--- src/tlca_regs.vh ---
// constants for the temperature limit compare and alert block
// assumes: included by bare name from design, checker and bench files
`ifndef TLCA_REGS_VH
`define TLCA_REGS_VH

// ----------------------------------------------------------------
// register pointers (4-bit register address)
// ----------------------------------------------------------------
`define TLCA_PTR_CAP        4'h0
`define TLCA_PTR_CFG        4'h1
`define TLCA_PTR_HIGH       4'h2
`define TLCA_PTR_LOW        4'h3
`define TLCA_PTR_CRIT       4'h4
`define TLCA_PTR_TEMP       4'h5
`define TLCA_PTR_PIN        4'h6

// ----------------------------------------------------------------
// configuration register bit positions
// ----------------------------------------------------------------
`define TLCA_CFG_MODE       0
`define TLCA_CFG_POL        1
`define TLCA_CFG_CRIT_ONLY  2
`define TLCA_CFG_OUT_EN     3
`define TLCA_CFG_EVT_STS    4
`define TLCA_CFG_CLEAR      5
`define TLCA_CFG_ALM_LOCK   6
`define TLCA_CFG_CRIT_LOCK  7
`define TLCA_CFG_SENSOR_SHUTDOWN       8
`define TLCA_CFG_HYSTERESIS_SELECT_LO    9
`define TLCA_CFG_HYSTERESIS_SELECT_HI    10

// ----------------------------------------------------------------
// reading register flag positions and field layout
// ----------------------------------------------------------------
`define TLCA_TEMP_CRIT_BIT  15
`define TLCA_TEMP_HIGH_BIT  14
`define TLCA_TEMP_LOW_BIT   13
`define TLCA_SIGN_BIT       12
`define TLCA_LIM_LSB        2

// ----------------------------------------------------------------
// reset values
// ----------------------------------------------------------------
`define TLCA_LIMIT_RST      16'h0000
`define TLCA_TEMP_RST       13'h0000
`define TLCA_HYSTERESIS_SELECT_RST       2'h0
`define TLCA_RES_RST        2'h3

// ----------------------------------------------------------------
// hysteresis offsets in reading lsbs of 0.0625 degree
// ----------------------------------------------------------------
`define TLCA_HYSTERESIS_SELECT_0C0       14'h0000
`define TLCA_HYSTERESIS_SELECT_1C5       14'h0018
`define TLCA_HYSTERESIS_SELECT_3C0       14'h0030
`define TLCA_HYSTERESIS_SELECT_6C0       14'h0060

// ----------------------------------------------------------------
// zone comparator kinds
// ----------------------------------------------------------------
`define TLCA_ZONE_ABOVE     2'h0
`define TLCA_ZONE_BELOW     2'h1
`define TLCA_ZONE_AT_ABOVE  2'h2

`endif

--- src/tlca_zone.v ---
// one limit comparator with a hysteresis-held zone flag
// assumes: reading and limit are 13-bit two's complement, same lsb
`timescale 1ns/1ps
`default_nettype none
`include "tlca_regs.vh"

module tlca_zone #(
  parameter [1:0] KIND = `TLCA_ZONE_ABOVE      // trip direction
) (
  input  wire        i_clk,                    // system clock
  input  wire        i_sys_rst,                // async reset, high
  input  wire        i_eval,                   // update the held zone
  input  wire [12:0] i_temp,                   // recorded reading
  input  wire [12:0] i_limit,                  // aligned limit
  input  wire [13:0] i_hysteresis_select,                   // hysteresis offset
  output reg         o_flag,                   // plain compare, no hysteresis_select
  output reg         o_zone_q                  // held zone with hysteresis_select
);

  // ----------------------------------------------------------------
  // signed compare against the limit and the hysteresis point
  // ----------------------------------------------------------------
  wire signed [13:0] temp_s  = {i_temp[12], i_temp};      // sign extend
  wire signed [13:0] lim_s   = {i_limit[12], i_limit};
  wire signed [13:0] rel_dn  = lim_s - $signed(i_hysteresis_select);   // release below
  wire signed [13:0] rel_up  = lim_s + $signed(i_hysteresis_select);   // release above
  reg                release_c;                           // leave zone
  reg                zone_d;

  // trip and release terms per comparator kind
  always @* begin
    case (KIND)
      `TLCA_ZONE_BELOW: begin
        o_flag    = temp_s < lim_s;
        release_c = temp_s >= rel_up;
      end
      `TLCA_ZONE_AT_ABOVE: begin
        o_flag    = temp_s >= lim_s;
        release_c = temp_s < rel_dn;
      end
      default: begin
        o_flag    = temp_s > lim_s;
        release_c = temp_s <= rel_dn;
      end
    endcase
    zone_d = o_zone_q ? ~release_c : o_flag;
  end

  // held zone, updated only while evaluation runs
  always @(posedge i_clk or posedge i_sys_rst) begin
    if (i_sys_rst) begin
      o_zone_q <= 1'b0;
    end else if (i_eval) begin
      o_zone_q <= zone_d;
    end
  end

endmodule
`default_nettype wire

--- src/tlca_core.v ---
// temperature reading, trip limits, limit flags and alert pin logic
// assumes: register port driven by a serial bus front end on i_clk,
// conversion results arrive on i_clk, alert pin is open drain
`timescale 1ns/1ps
`default_nettype none
`include "tlca_regs.vh"

module tlca_core #(
  parameter [1:0] RESOLUTION = `TLCA_RES_RST       // resolution capability
) (
  input  wire        i_clk,                        // 100 MHz system clock
  input  wire        i_sys_rst,                    // async reset, high
  input  wire [3:0]  i_reg_addr,                   // register pointer
  input  wire        i_reg_wr,                     // write strobe, pulse
  input  wire [15:0] i_reg_wdata,                  // write data
  input  wire        i_reg_rd,                     // read strobe, pulse
  input  wire        i_sample_valid,               // new conversion, pulse
  input  wire [12:0] i_sample_data,                // conversion result
  input  wire        i_alert_in,                   // alert wire level
  output reg  [15:0] o_reg_rdata_q,                // read data
  output reg         o_reg_rvalid_q,               // read data valid
  output reg         o_alert_out_q,                // alert drive level
  output reg         o_alert_oe_q,                 // alert drive enable
  output reg         o_sensor_run_q                // converter enable
);

  // ----------------------------------------------------------------
  // register state
  // ----------------------------------------------------------------
  reg  [15:0] high_alarm_limit_q;                  // high limit
  reg  [15:0] low_alarm_limit_q;                   // low limit
  reg  [15:0] critical_limit_q;                    // critical limit
  reg  [12:0] temperature_reading_q;               // recorded reading
  reg         mode_int_q;                          // 1 = interrupt mode
  reg         alert_polarity_q;                    // 1 = active high
  reg         critical_only_select_q;              // critical only
  reg         out_en_q;                            // alert output enable
  reg         alarm_lock_q;                        // alarm limits locked
  reg         crit_lock_q;                         // critical locked
  reg         sensor_shutdown_q;                   // sensor stopped
  reg  [1:0]  hysteresis_select_q;                 // hysteresis code
  reg         evt_latch_q;                         // interrupt latch
  reg         evt_q;                               // internal event level
  reg         pin_meta_q;                          // pin sync stage 1
  reg         pin_sync_q;                          // pin sync stage 2

  // ----------------------------------------------------------------
  // decode helpers
  // ----------------------------------------------------------------
  // mask of reading bits kept at a given resolution
  function [12:0] res_mask;
    input [1:0] res;
    begin
      case (res)
        2'h0:    res_mask = 13'h1ff8;            // 0.5 degree
        2'h1:    res_mask = 13'h1ffc;            // 0.25 degree
        2'h2:    res_mask = 13'h1ffe;            // 0.125 degree
        default: res_mask = 13'h1fff;            // 0.0625 degree
      endcase
    end
  endfunction

  // align a limit register to the reading lsb, trailing bits zero
  function [12:0] lim_align;
    input [15:0] lim;
    begin
      lim_align = {lim[12:2], 2'b00};
    end
  endfunction

  // keep only the writable limit bits
  function [15:0] lim_clean;
    input [15:0] wd;
    begin
      lim_clean = {3'b000, wd[12:2], 2'b00};
    end
  endfunction

  // hysteresis code to offset in reading lsbs
  function [13:0] hysteresis_select_val;
    input [1:0] code;
    begin
      case (code)
        2'h1:    hysteresis_select_val = `TLCA_HYSTERESIS_SELECT_1C5;
        2'h2:    hysteresis_select_val = `TLCA_HYSTERESIS_SELECT_3C0;
        2'h3:    hysteresis_select_val = `TLCA_HYSTERESIS_SELECT_6C0;
        default: hysteresis_select_val = `TLCA_HYSTERESIS_SELECT_0C0;
      endcase
    end
  endfunction

  wire        any_lock = alarm_lock_q | crit_lock_q;
  wire        wr_cfg   = i_reg_wr & (i_reg_addr == `TLCA_PTR_CFG);
  wire        wr_high  = i_reg_wr & (i_reg_addr == `TLCA_PTR_HIGH);
  wire        wr_low   = i_reg_wr & (i_reg_addr == `TLCA_PTR_LOW);
  wire        wr_crit  = i_reg_wr & (i_reg_addr == `TLCA_PTR_CRIT);
  wire        clr_req  = wr_cfg & i_reg_wdata[`TLCA_CFG_CLEAR];
  wire [13:0] hysteresis_select_off = hysteresis_select_val(hysteresis_select_q);

  // ----------------------------------------------------------------
  // alert pin level synchroniser
  // ----------------------------------------------------------------
  // two stages before the wire level is read back
  always @(posedge i_clk or posedge i_sys_rst) begin
    if (i_sys_rst) begin
      pin_meta_q <= 1'b0;
      pin_sync_q <= 1'b0;
    end else begin
      pin_meta_q <= i_alert_in;
      pin_sync_q <= pin_meta_q;
    end
  end

  // ----------------------------------------------------------------
  // limit registers
  // ----------------------------------------------------------------
  // alarm limits follow the alarm lock, critical its own lock
  always @(posedge i_clk or posedge i_sys_rst) begin
    if (i_sys_rst) begin
      high_alarm_limit_q <= `TLCA_LIMIT_RST;
      low_alarm_limit_q  <= `TLCA_LIMIT_RST;
      critical_limit_q   <= `TLCA_LIMIT_RST;
    end else begin
      if (wr_high & ~alarm_lock_q) begin
        high_alarm_limit_q <= lim_clean(i_reg_wdata);
      end
      if (wr_low & ~alarm_lock_q) begin
        low_alarm_limit_q <= lim_clean(i_reg_wdata);
      end
      if (wr_crit & ~crit_lock_q) begin
        critical_limit_q <= lim_clean(i_reg_wdata);
      end
    end
  end

  // ----------------------------------------------------------------
  // configuration register
  // ----------------------------------------------------------------
  // locks set only, released by reset alone; mode, polarity, output enable and hysteresis frozen by either lock
  always @(posedge i_clk or posedge i_sys_rst) begin
    if (i_sys_rst) begin
      mode_int_q             <= 1'b0;
      alert_polarity_q       <= 1'b0;
      critical_only_select_q <= 1'b0;
      out_en_q               <= 1'b0;
      alarm_lock_q           <= 1'b0;
      crit_lock_q            <= 1'b0;
      sensor_shutdown_q      <= 1'b0;
      hysteresis_select_q    <= `TLCA_HYSTERESIS_SELECT_RST;
    end else if (wr_cfg) begin
      if (~any_lock) begin
        mode_int_q          <= i_reg_wdata[`TLCA_CFG_MODE];
        alert_polarity_q    <= i_reg_wdata[`TLCA_CFG_POL];
        out_en_q            <= i_reg_wdata[`TLCA_CFG_OUT_EN];
        hysteresis_select_q <= i_reg_wdata[`TLCA_CFG_HYSTERESIS_SELECT_HI:`TLCA_CFG_HYSTERESIS_SELECT_LO];
      end
      // critical-only may be cleared always, set only while the alarm lock is clear
      if (~alarm_lock_q | ~i_reg_wdata[`TLCA_CFG_CRIT_ONLY]) begin
        critical_only_select_q <= i_reg_wdata[`TLCA_CFG_CRIT_ONLY];
      end
      // shutdown may be cleared always, set only when unlocked
      if (~any_lock | ~i_reg_wdata[`TLCA_CFG_SENSOR_SHUTDOWN]) begin
        sensor_shutdown_q <= i_reg_wdata[`TLCA_CFG_SENSOR_SHUTDOWN];
      end
      if (i_reg_wdata[`TLCA_CFG_ALM_LOCK]) begin
        alarm_lock_q <= 1'b1;
      end
      if (i_reg_wdata[`TLCA_CFG_CRIT_LOCK]) begin
        crit_lock_q <= 1'b1;
      end
    end
  end

  // ----------------------------------------------------------------
  // temperature reading
  // ----------------------------------------------------------------
  // record each conversion unless shut down; drop unsupported bits
  always @(posedge i_clk or posedge i_sys_rst) begin
    if (i_sys_rst) begin
      temperature_reading_q <= `TLCA_TEMP_RST;
    end else if (i_sample_valid & ~sensor_shutdown_q) begin
      temperature_reading_q <= i_sample_data & res_mask(RESOLUTION);
    end
  end

  // converter runs while not shut down
  always @(posedge i_clk or posedge i_sys_rst) begin
    if (i_sys_rst) begin
      o_sensor_run_q <= 1'b0;
    end else begin
      o_sensor_run_q <= ~sensor_shutdown_q;
    end
  end

  // ----------------------------------------------------------------
  // limit comparators
  // ----------------------------------------------------------------
  // index 0 high, 1 low, 2 critical
  wire [38:0] lim_bus  = {lim_align(critical_limit_q),
                          lim_align(low_alarm_limit_q),
                          lim_align(high_alarm_limit_q)};
  localparam [5:0] KIND_BUS = {`TLCA_ZONE_AT_ABOVE, `TLCA_ZONE_BELOW, `TLCA_ZONE_ABOVE};
  wire [2:0]  flag_c;                          // plain compare results
  wire [2:0]  zone_q;                          // hysteresis zones
  wire        eval_en  = ~sensor_shutdown_q;   // re-evaluate every cycle unless shut down

  genvar gi;
  generate
    for (gi = 0; gi < 3; gi = gi + 1) begin : g_cmp
      // every cycle unless shut down, so a new reading or limit is seen at once
      tlca_zone #(
        .KIND     (KIND_BUS[2*gi+1:2*gi])
      ) u_zone (
        .i_clk    (i_clk),
        .i_sys_rst(i_sys_rst),
        .i_eval   (eval_en),
        .i_temp   (temperature_reading_q),
        .i_limit  (lim_bus[13*gi+12:13*gi]),
        .i_hysteresis_select   (hysteresis_select_off),
        .o_flag   (flag_c[gi]),
        .o_zone_q (zone_q[gi])
      );
    end
  endgenerate

  // ----------------------------------------------------------------
  // event logic
  // ----------------------------------------------------------------
  reg  [1:0] alarm_prev_q;                     // alarm zones last cycle
  wire       alarm_cross = |(alarm_prev_q ^ zone_q[1:0]) & ~critical_only_select_q;
  wire       crit_hold   = zone_q[2];
  reg        latch_d;
  reg        evt_d;

  // next interrupt latch and event level
  always @* begin
    latch_d = evt_latch_q;
    if (clr_req & mode_int_q & ~crit_hold) begin
      latch_d = 1'b0;
    end
    if (mode_int_q & alarm_cross & eval_en) begin
      latch_d = 1'b1;                          // set wins
    end
    if (~mode_int_q) begin
      latch_d = 1'b0;                          // clear ignored
    end
    if (sensor_shutdown_q) begin
      // frozen, but a clear may still release it
      if (clr_req & mode_int_q) begin
        evt_d = 1'b0;
      end else begin
        evt_d = evt_q;
      end
    end else if (mode_int_q) begin
      evt_d = latch_d | crit_hold;
    end else if (critical_only_select_q) begin
      evt_d = crit_hold;
    end else begin
      evt_d = |zone_q;
    end
  end

  // latch, event level and previous alarm zones
  always @(posedge i_clk or posedge i_sys_rst) begin
    if (i_sys_rst) begin
      evt_latch_q  <= 1'b0;
      evt_q        <= 1'b0;
      alarm_prev_q <= 2'b00;
    end else begin
      evt_latch_q  <= sensor_shutdown_q ? (evt_latch_q & ~(clr_req & mode_int_q))
                                        : latch_d;
      evt_q        <= evt_d;
      alarm_prev_q <= eval_en ? zone_q[1:0] : alarm_prev_q;
    end
  end

  // ----------------------------------------------------------------
  // alert pin drive
  // ----------------------------------------------------------------
  // open drain: only pulls low; disabled leaves idle level by polarity
  wire evt_sts = evt_q & out_en_q;             // software copy of pin
  always @(posedge i_clk or posedge i_sys_rst) begin
    if (i_sys_rst) begin
      o_alert_out_q <= 1'b0;
      o_alert_oe_q  <= 1'b0;
    end else begin
      o_alert_out_q <= 1'b0;
      if (out_en_q) begin
        o_alert_oe_q <= alert_polarity_q ? ~evt_q : evt_q;
      end else begin
        o_alert_oe_q <= alert_polarity_q;      // grounded when high-true
      end
    end
  end

  // ----------------------------------------------------------------
  // register read port
  // ----------------------------------------------------------------
  reg [15:0] rd_mux;

  // read data selection; unmapped pointers read zero
  always @* begin
    case (i_reg_addr)
      `TLCA_PTR_CAP: begin
        rd_mux = {8'h00, 3'b000, RESOLUTION, 3'b101};
      end
      `TLCA_PTR_CFG: begin
        rd_mux = {5'h00, hysteresis_select_q, sensor_shutdown_q,
                  crit_lock_q, alarm_lock_q, 1'b0, evt_sts,
                  out_en_q, critical_only_select_q, alert_polarity_q,
                  mode_int_q};
      end
      `TLCA_PTR_HIGH: begin
        rd_mux = high_alarm_limit_q;
      end
      `TLCA_PTR_LOW: begin
        rd_mux = low_alarm_limit_q;
      end
      `TLCA_PTR_CRIT: begin
        rd_mux = critical_limit_q;
      end
      `TLCA_PTR_TEMP: begin
        // flags from plain compares; sign in bit 12
        rd_mux = {flag_c[2], flag_c[0], flag_c[1],
                  temperature_reading_q};
      end
      `TLCA_PTR_PIN: begin
        rd_mux = {15'h0000, pin_sync_q};
      end
      default: begin
        rd_mux = 16'h0000;
      end
    endcase
  end

  // read answer one cycle after the strobe
  always @(posedge i_clk or posedge i_sys_rst) begin
    if (i_sys_rst) begin
      o_reg_rdata_q  <= 16'h0000;
      o_reg_rvalid_q <= 1'b0;
    end else begin
      o_reg_rvalid_q <= i_reg_rd;
      if (i_reg_rd) begin
        o_reg_rdata_q <= rd_mux;
      end
    end
  end

endmodule
`default_nettype wire

--- config.mk ---
export PLATFORM = sky130hd
export DESIGN_NAME = tlca_core
export DESIGN_NICKNAME = d
export VERILOG_FILES = /design/src/tlca_zone.v /design/src/tlca_core.v
export VERILOG_INCLUDE_DIRS = /design/src
export SDC_FILE = /design/constraint.sdc
export NUM_CORES = 1
export LEC_CHECK = 0
export BUFFER_PORTS_ARGS = -buffer_cell sky130_fd_sc_hd__buf_4
export CELL_PAD_IN_SITES_DETAIL_PLACEMENT = 0
export CELL_PAD_IN_SITES_GLOBAL_PLACEMENT = 2
export CORE_ASPECT_RATIO = 1.25
export CORE_UTILIZATION = 35
export CTS_CLUSTER_DIAMETER = 150
export CTS_CLUSTER_SIZE = 28
export DETAILED_ROUTE_END_ITERATION = 6
export PLACE_DENSITY_LB_ADDON = 0.15
export SYNTH_ARGS = -nofsm -noshare
export SYNTH_HDL_FRONTEND = slang
export SYNTH_SLANG_ARGS = --single-unit
--- constraint.sdc ---
create_clock -name i_clk -period 3.15 [get_ports i_clk]
set_clock_uncertainty 0.1 [all_clocks]
set_input_delay 0.315 -clock i_clk [delete_from_list [all_inputs] [get_ports i_clk]]
set_output_delay 0.315 -clock i_clk [all_outputs]
set_load 0.01 [all_outputs]
# Word-level counts from Yosys, hierarchy flattened
# Index checks and enable logic that the tools add are counted.
# classes
add_sub_neg	3
order_cmp	6
n_eq_ne	10
n_mux	15
n_bitwise	34
reduce_logical	8
# ops
cell	count
16-bit one-hot mux with 7 select lines	1
13-bit by 8-bit subtractor with 14-bit output	2
7-bit one-hot mux with 3 select lines	1
1-bit bitwise AND	16
13-bit by 8-bit adder with 14-bit output	1
13-bit by 14-bit >= comparator with 1-bit output	1
13-bit by 14-bit less-or-equal comparator with 1-bit output	1
13-bit by 14-bit < comparator with 1-bit output	1
13-bit >= comparator	1
13-bit greater-than comparator	1
13-bit < comparator	1
1-bit 2-to-1 mux	13
1-bit inverter	13
4-bit by 3-bit == test with 1-bit output, second input constant	3
2-bit AND reduction	5
4-bit by 2-bit == test with 1-bit output, second input constant	2
2-bit == test, second input constant	2
4-bit by 1-bit == test with 1-bit output, second input constant	1
4-bit zero test	1
1-bit bitwise OR	4
3-bit OR reduction	1
2-bit by 1-bit == test with 1-bit output, second input constant	1
2-bit by 1-bit != test with 1-bit output, second input constant	1
2-bit OR reduction	1
2-bit XOR	1
# totals
register_bits	83
out_inout_bits	20

# Depth between registers and ports, before layout
# depth
ltp_word	11
mapped_depth	15
ltp_nobuf	15

# Modules after synthesis
# From an unflattened synthesis, not the netlist that was laid out.
# unflattened
hier_cells	782
area_unflattened_um2	7455.9
# by_module_without_submodules
module	n_inst	cells_per_inst	area_each_um2
tlca_core	1	264	3522.1
tlca_zone (g_cmp[0].u_zone)	1	181	1338.8
tlca_zone (g_cmp[2].u_zone)	1	173	1337.5
tlca_zone (g_cmp[1].u_zone)	1	164	1257.5

# Worst setup path before layout
# Ideal clock, no wire load.
# synth_path
kind	register to register
start	reg hysteresis_select_q[1]
end	reg g_cmp[1].u_zone.o_zone_q
setup_ns	0.135
arrival_ns	2.973
required_ns	2.915
path_slack_ns	-0.058
path_stages_with_launch	15
path_buffers	0
synth_period_minus_slack_ns	3.208
path_cell_list	dfrtp_1 > inv_1 > ha_1 > inv_1 > fa_1 > a21o_1 > a21oi_1 > nand2b_1 > nor2b_1 > xnor2_1 > ha_1 > nand4_1 > or3_1 > o21ai_0 > o32ai_1
# synth_between
elab_chain_cells	6
elab_cells_between_ends	8
cone_classes	add/sub: 1; order compare: 1; eq/ne: 3; mux: 2; bitwise: 1
# synth_rtl
element	line_no	text
start: declaration	tlca_core.v:41	reg [1:0] hysteresis_select_q;
start signal: assignment	tlca_core.v:149	hysteresis_select_q <= `TLCA_HYSTERESIS_SELECT_RST;
start signal: assignment	tlca_core.v:155	hysteresis_select_q <= i_reg_wdata[`TLCA_CFG_HYSTERESIS_SELECT_HI:`TLCA_CFG_HYSTERESIS_SELECT_LO];
2-bit == test or 2-bit by 1-bit == test with 1-bit output (tied branches)	tlca_core.v:83	case (code)
7-bit one-hot mux with 3 select lines *	tlca_core.v:83	
13-bit by 8-bit adder with 14-bit output *	tlca_zone.v:26	wire signed [13:0] rel_up = lim_s + $signed(i_hysteresis_select);
13-bit by 14-bit >= comparator with 1-bit output *	tlca_zone.v:35	release_c = temp_s >= rel_up;
1-bit inverter *	tlca_zone.v:46	zone_d = o_zone_q ? ~release_c : o_flag;
1-bit 2-to-1 mux *	tlca_zone.v:46	
end signal: assignment	tlca_zone.v:54	o_zone_q <= zone_d;
end: declaration	tlca_zone.v:17	output reg o_zone_q
# Every way passes the cells marked *; elsewhere a longest branch is shown, timed or not.
# A chain may end at the register's enable or synchronous reset.

# Final worst setup path
# layout_path
start	reg hysteresis_select_q[0]
end	reg g_cmp[1].u_zone.o_zone_q
# The elaborated chain is that of the path after synthesis.

==> reports/qor.yml <==
placement:
  finalWeightedCongestion: 0.9023
  detailed_place_hpwl_um: 13870
  place.port_buffers: 54
  placedCellCount: 853
logic_synthesis:
  main_combinational_cell_family_by_area_after_synthesis: "adder cells"
  synth_edf_count: 0
  mappedNetlistNets: 688
  synthesis.area_per_instance_um2: 10.33
  multiplexer_area_fraction_after_synthesis_pct: 9.822
  postSynth.asyncResetShare_pct: 100.0
  postSynth.topFlopCell: "dfrtp_1"
  area_fraction_in_compound_gates_after_synthesis_pct: 15.75
  synth-xor-area-share_pct: 3.895
  synth_cell_type_count: 59
  yosysWarningCount: 0
  synth-simple-area-share_pct: 11.90
  synth_seq_cells: 83
  synth.yosys.seq_area_share_pct: 35.52
  synthesis.area_mm2: 0.005847
  synthesized_netlist_cell_count: 566
  synth_adder_area_share_pct: 18.15
power:
  power_per_unit_of_standard_cell_area_mw_per_mm2: 797.9
  max-vdd-ir-drop_mv: 0.2382
  total_leakage_power_nw: 3.280
sta:
  post-route-period-util_pct: 98.12
  final_hold_viol_count: 0
  final_max_slew_viol_count: 0
  slew-limit-headroom_pct: 42.58
  rsz0062_at_grt: "yes"
  finalCriticalPeriod_ns: 3.091
  setup_viol: 0
  clock.fmax_mhz: 323.5
  worstMarginPinSlew_ns: 0.8613
floorplan:
  design.core.area_mm2: 0.01627
  dieArea_mm2: 0.01723
  initial_core_util_pct: 35.95
  top_level_ports: 59
  die-width_um: 117.6
  die-height_um: 146.5
  placementRows: 52
setup_path:
  cp_required_ns: 3.26
  reg2reg_depth: 13
  r2r-start: "hysteresis_select_q[0]$_DFFE_PP0P_"
  criticalPathCategory: "flip-flop to flip-flop"
  worst_ep_arrival_ns: 3.20
  critical_path_peak_fanout: 3
  reg2reg_to: "g_cmp[1].u_zone.o_zone_q$_DFFE_PP0N_"
  setup.worst_path.end_class: "flip-flop"
  startpoint: "hysteresis_select_q[0]$_DFFE_PP0P_"
  startpoint_type: "flip-flop"
  ff2ff_setup_slack_ns: 0.06
layout:
  design.final.nets: 775
  final.fill_count: 1616
  final-instance-count-excl-fill: 874
  areaGrowthSynthToFinish_pct: 21.91
  layout-drive-gt1-share_pct: 28.72
  post-route-util_pct: 43.82
  antenna_cells: 0
detailed_routing:
  detail-route-antenna-nets: 0
  drt_first_pass_iters: 5
  drt-initial-drc-count: 273
  wl_cell_um: 20.27
  met3_wirelength_um: 540
  num_vias: 4708
  wl_um: 17720
  met2_wirelength_um: 8798
  routedLengthMet1_um: 7745
  dr.max_layer_used: "met4"
  remaining_drc_errors: 0
  post_drt_via_cell_ratio: 5.387
global_routing:
  globalRouteTotalUtil_pct: 21.43
  grt_start_max_net_pins: 46
  grt.overflow.total: 0
  vias_in_the_first_global_route: 4763
  antenna_found_initial: 0
  grt_first_pass_wirelength_um: 27880
outcome:
  status: "complete, no violations"
clocking:
  cts_max_level: 3
  clock_tree_from_tritoncts: "built"
  cts_max_path_buffers: 2
  num_cts_buffers: 9
  num_clock_sinks: 83
  clkLatencyLatePin_ns: 0.35
  clk_root_buffer_cell: "clkbuf_16"
  path_clk_slew_ns: 0.07
worst_hold_path:
  worstHoldPathType: "input port to asynchronous set/reset pin"
job:
  cap_viol_max_count: 0
==> where the power goes <==
group          switching, W  internal [W]
sequential         0.000428       0.00132
clock              0.000483      0.000542
combinational       0.00149       0.00143
==> cell usage in the layout, fill, tap and decap left out, drive strengths merged, types with 7 or more instances in the layout <==
cell	instances
clkbuf	10
dfrtp	83
a222oi	7
nor3	9
nand4	12
inv	50
nand3	10
nor2	19
o21ai	24
buf	92
a21oi	36
mux2	51
nand2	23
a22oi	8
a21o	13
o2bb2ai	10
nor2b	15
ha	80
xnor2	23
==> routing by layer <==
layer  vias to the layer above  GRT usage (%)
met3                        31          2.461
li1                       2283              -
met2                       106          36.88
met1                      2288          26.95
met4                         0          9.295
met5                         -              0
==> cells in the mapped netlist, drive strengths merged (7+ instances only) <==
master	n	area share, %
nand3	10	0.86
o21ai	24	2.1
a21o	13	1.7
a22oi	8	1.0
buf	11	1.2
mux2	51	9.8
nor2b	15	1.6
nor3	9	0.96
a21oi	36	3.1
clkbuf	7	0.45
ha	80	17
nor2	19	1.2
a222oi	7	1.2
dfrtp	83	36
nand4	12	1.3
o2bb2ai	10	1.5
xnor2	23	3.4
inv	50	3.2
nand2	23	1.6
==> per-stage QoR <==
stage / setup slack (ns) / area, µm² / power, W / hold slack, ns / TNS, ns
2_1_floorplan: 0.004973 / 5859 / 0.003491 / 0.2312 / 0
3_3_place_gp: -0.1118 / 6716 / 0.004474 / 0.2352 / -0.1984
3_5_place_dp: -0.1636 / 6716 / 0.004536 / 0.2537 / -0.3088
4_1_cts: -0.001664 / 7054 / 0.005662 / 0.03267 / -0.001664
5_1_grt: -0.1010 / 7128 / 0.006189 / 0.08573 / -0.2800
6_report: 0.05917 / 7128 / 0.005688 / 0.004956 / 0
==> cells by family (layout without fill, tap and decap cells) <==
logic type / Yosys count / count (layout)
AOI/OAI and AO/OA: 135 / 135
xor gates and xnor gates: 26 / 26
adders and majority gates: 83 / 83
buffers and inverters: 69 / 161
DFF: 83 / 83
muxes: 51 / 51
other: 1 / 1
and+or+nand+nor: 118 / 118
==> how the worst max path moves through the flow <==
stage | to | slack, ns | cells after the start
2_1_floorplan | g_cmp[1].u_zone.o_zone_q$_DFFE_PP0N_ | 0.005 | 14
3_3_place_gp | g_cmp[1].u_zone.o_zone_q$_DFFE_PP0N_ | -0.11 | 14
3_5_place_dp | g_cmp[1].u_zone.o_zone_q$_DFFE_PP0N_ | -0.16 | 14
4_1_cts | g_cmp[1].u_zone.o_zone_q$_DFFE_PP0N_ | -0.002 | 14
5_1_grt | g_cmp[1].u_zone.o_zone_q$_DFFE_PP0N_ | -0.10 | 14
6_report | g_cmp[1].u_zone.o_zone_q$_DFFE_PP0N_ | 0.06 | 13
==> timing repair <==
item | 4_1_cts | 5_1_grt
hold buffers | 2 | 0
resized for setup | 14 | 16
buffers inserted | 0 | 3
hold endpoints to repair | 2 | 0
setup endpoints to repair | 2 | 3
pin swaps | 7 | 13
==> layout make-up <==
type | instances | area, µm² | share of cell area, %
clock buffer | 10 | 229.0 | 3.212
sequential | 83 | 2077 | 29.14
timing repair buffer | 94 | 723.2 | 10.15
tap | 216 | 270.3 | 3.791
multi-input combinational | 414 | 3583 | 50.27
inverter | 51 | 195.2 | 2.738
clock inverter | 6 | 50.05 | 0.7021
==> registers in the layout, summed over array words and instances, names as in the netlist, 2 cells and up <==
register	flops
alarm_prev_q	2
high_alarm_limit_q	11
temperature_reading_q	13
low_alarm_limit_q	11
o_reg_rdata_q	16
critical_limit_q	11
g_cmp.u_zone.o_zone_q	3
hysteresis_select_q	2
==> critical path: stages (launching register included) <==
cell and delay (ns):
dfrtp_1 0.42, ha_4 0.30, inv_4 0.05, fa_2 0.37, a21o_1 0.21, a21oi_2 0.14
nand2b_4 0.16, nor2b_2 0.05, xnor2_1 0.12, ha_1 0.31, nand4_1 0.15, or3_1 0.38
o21ai_1 0.12, o32ai_1 0.08
Power figures use the tool's default switching activity.
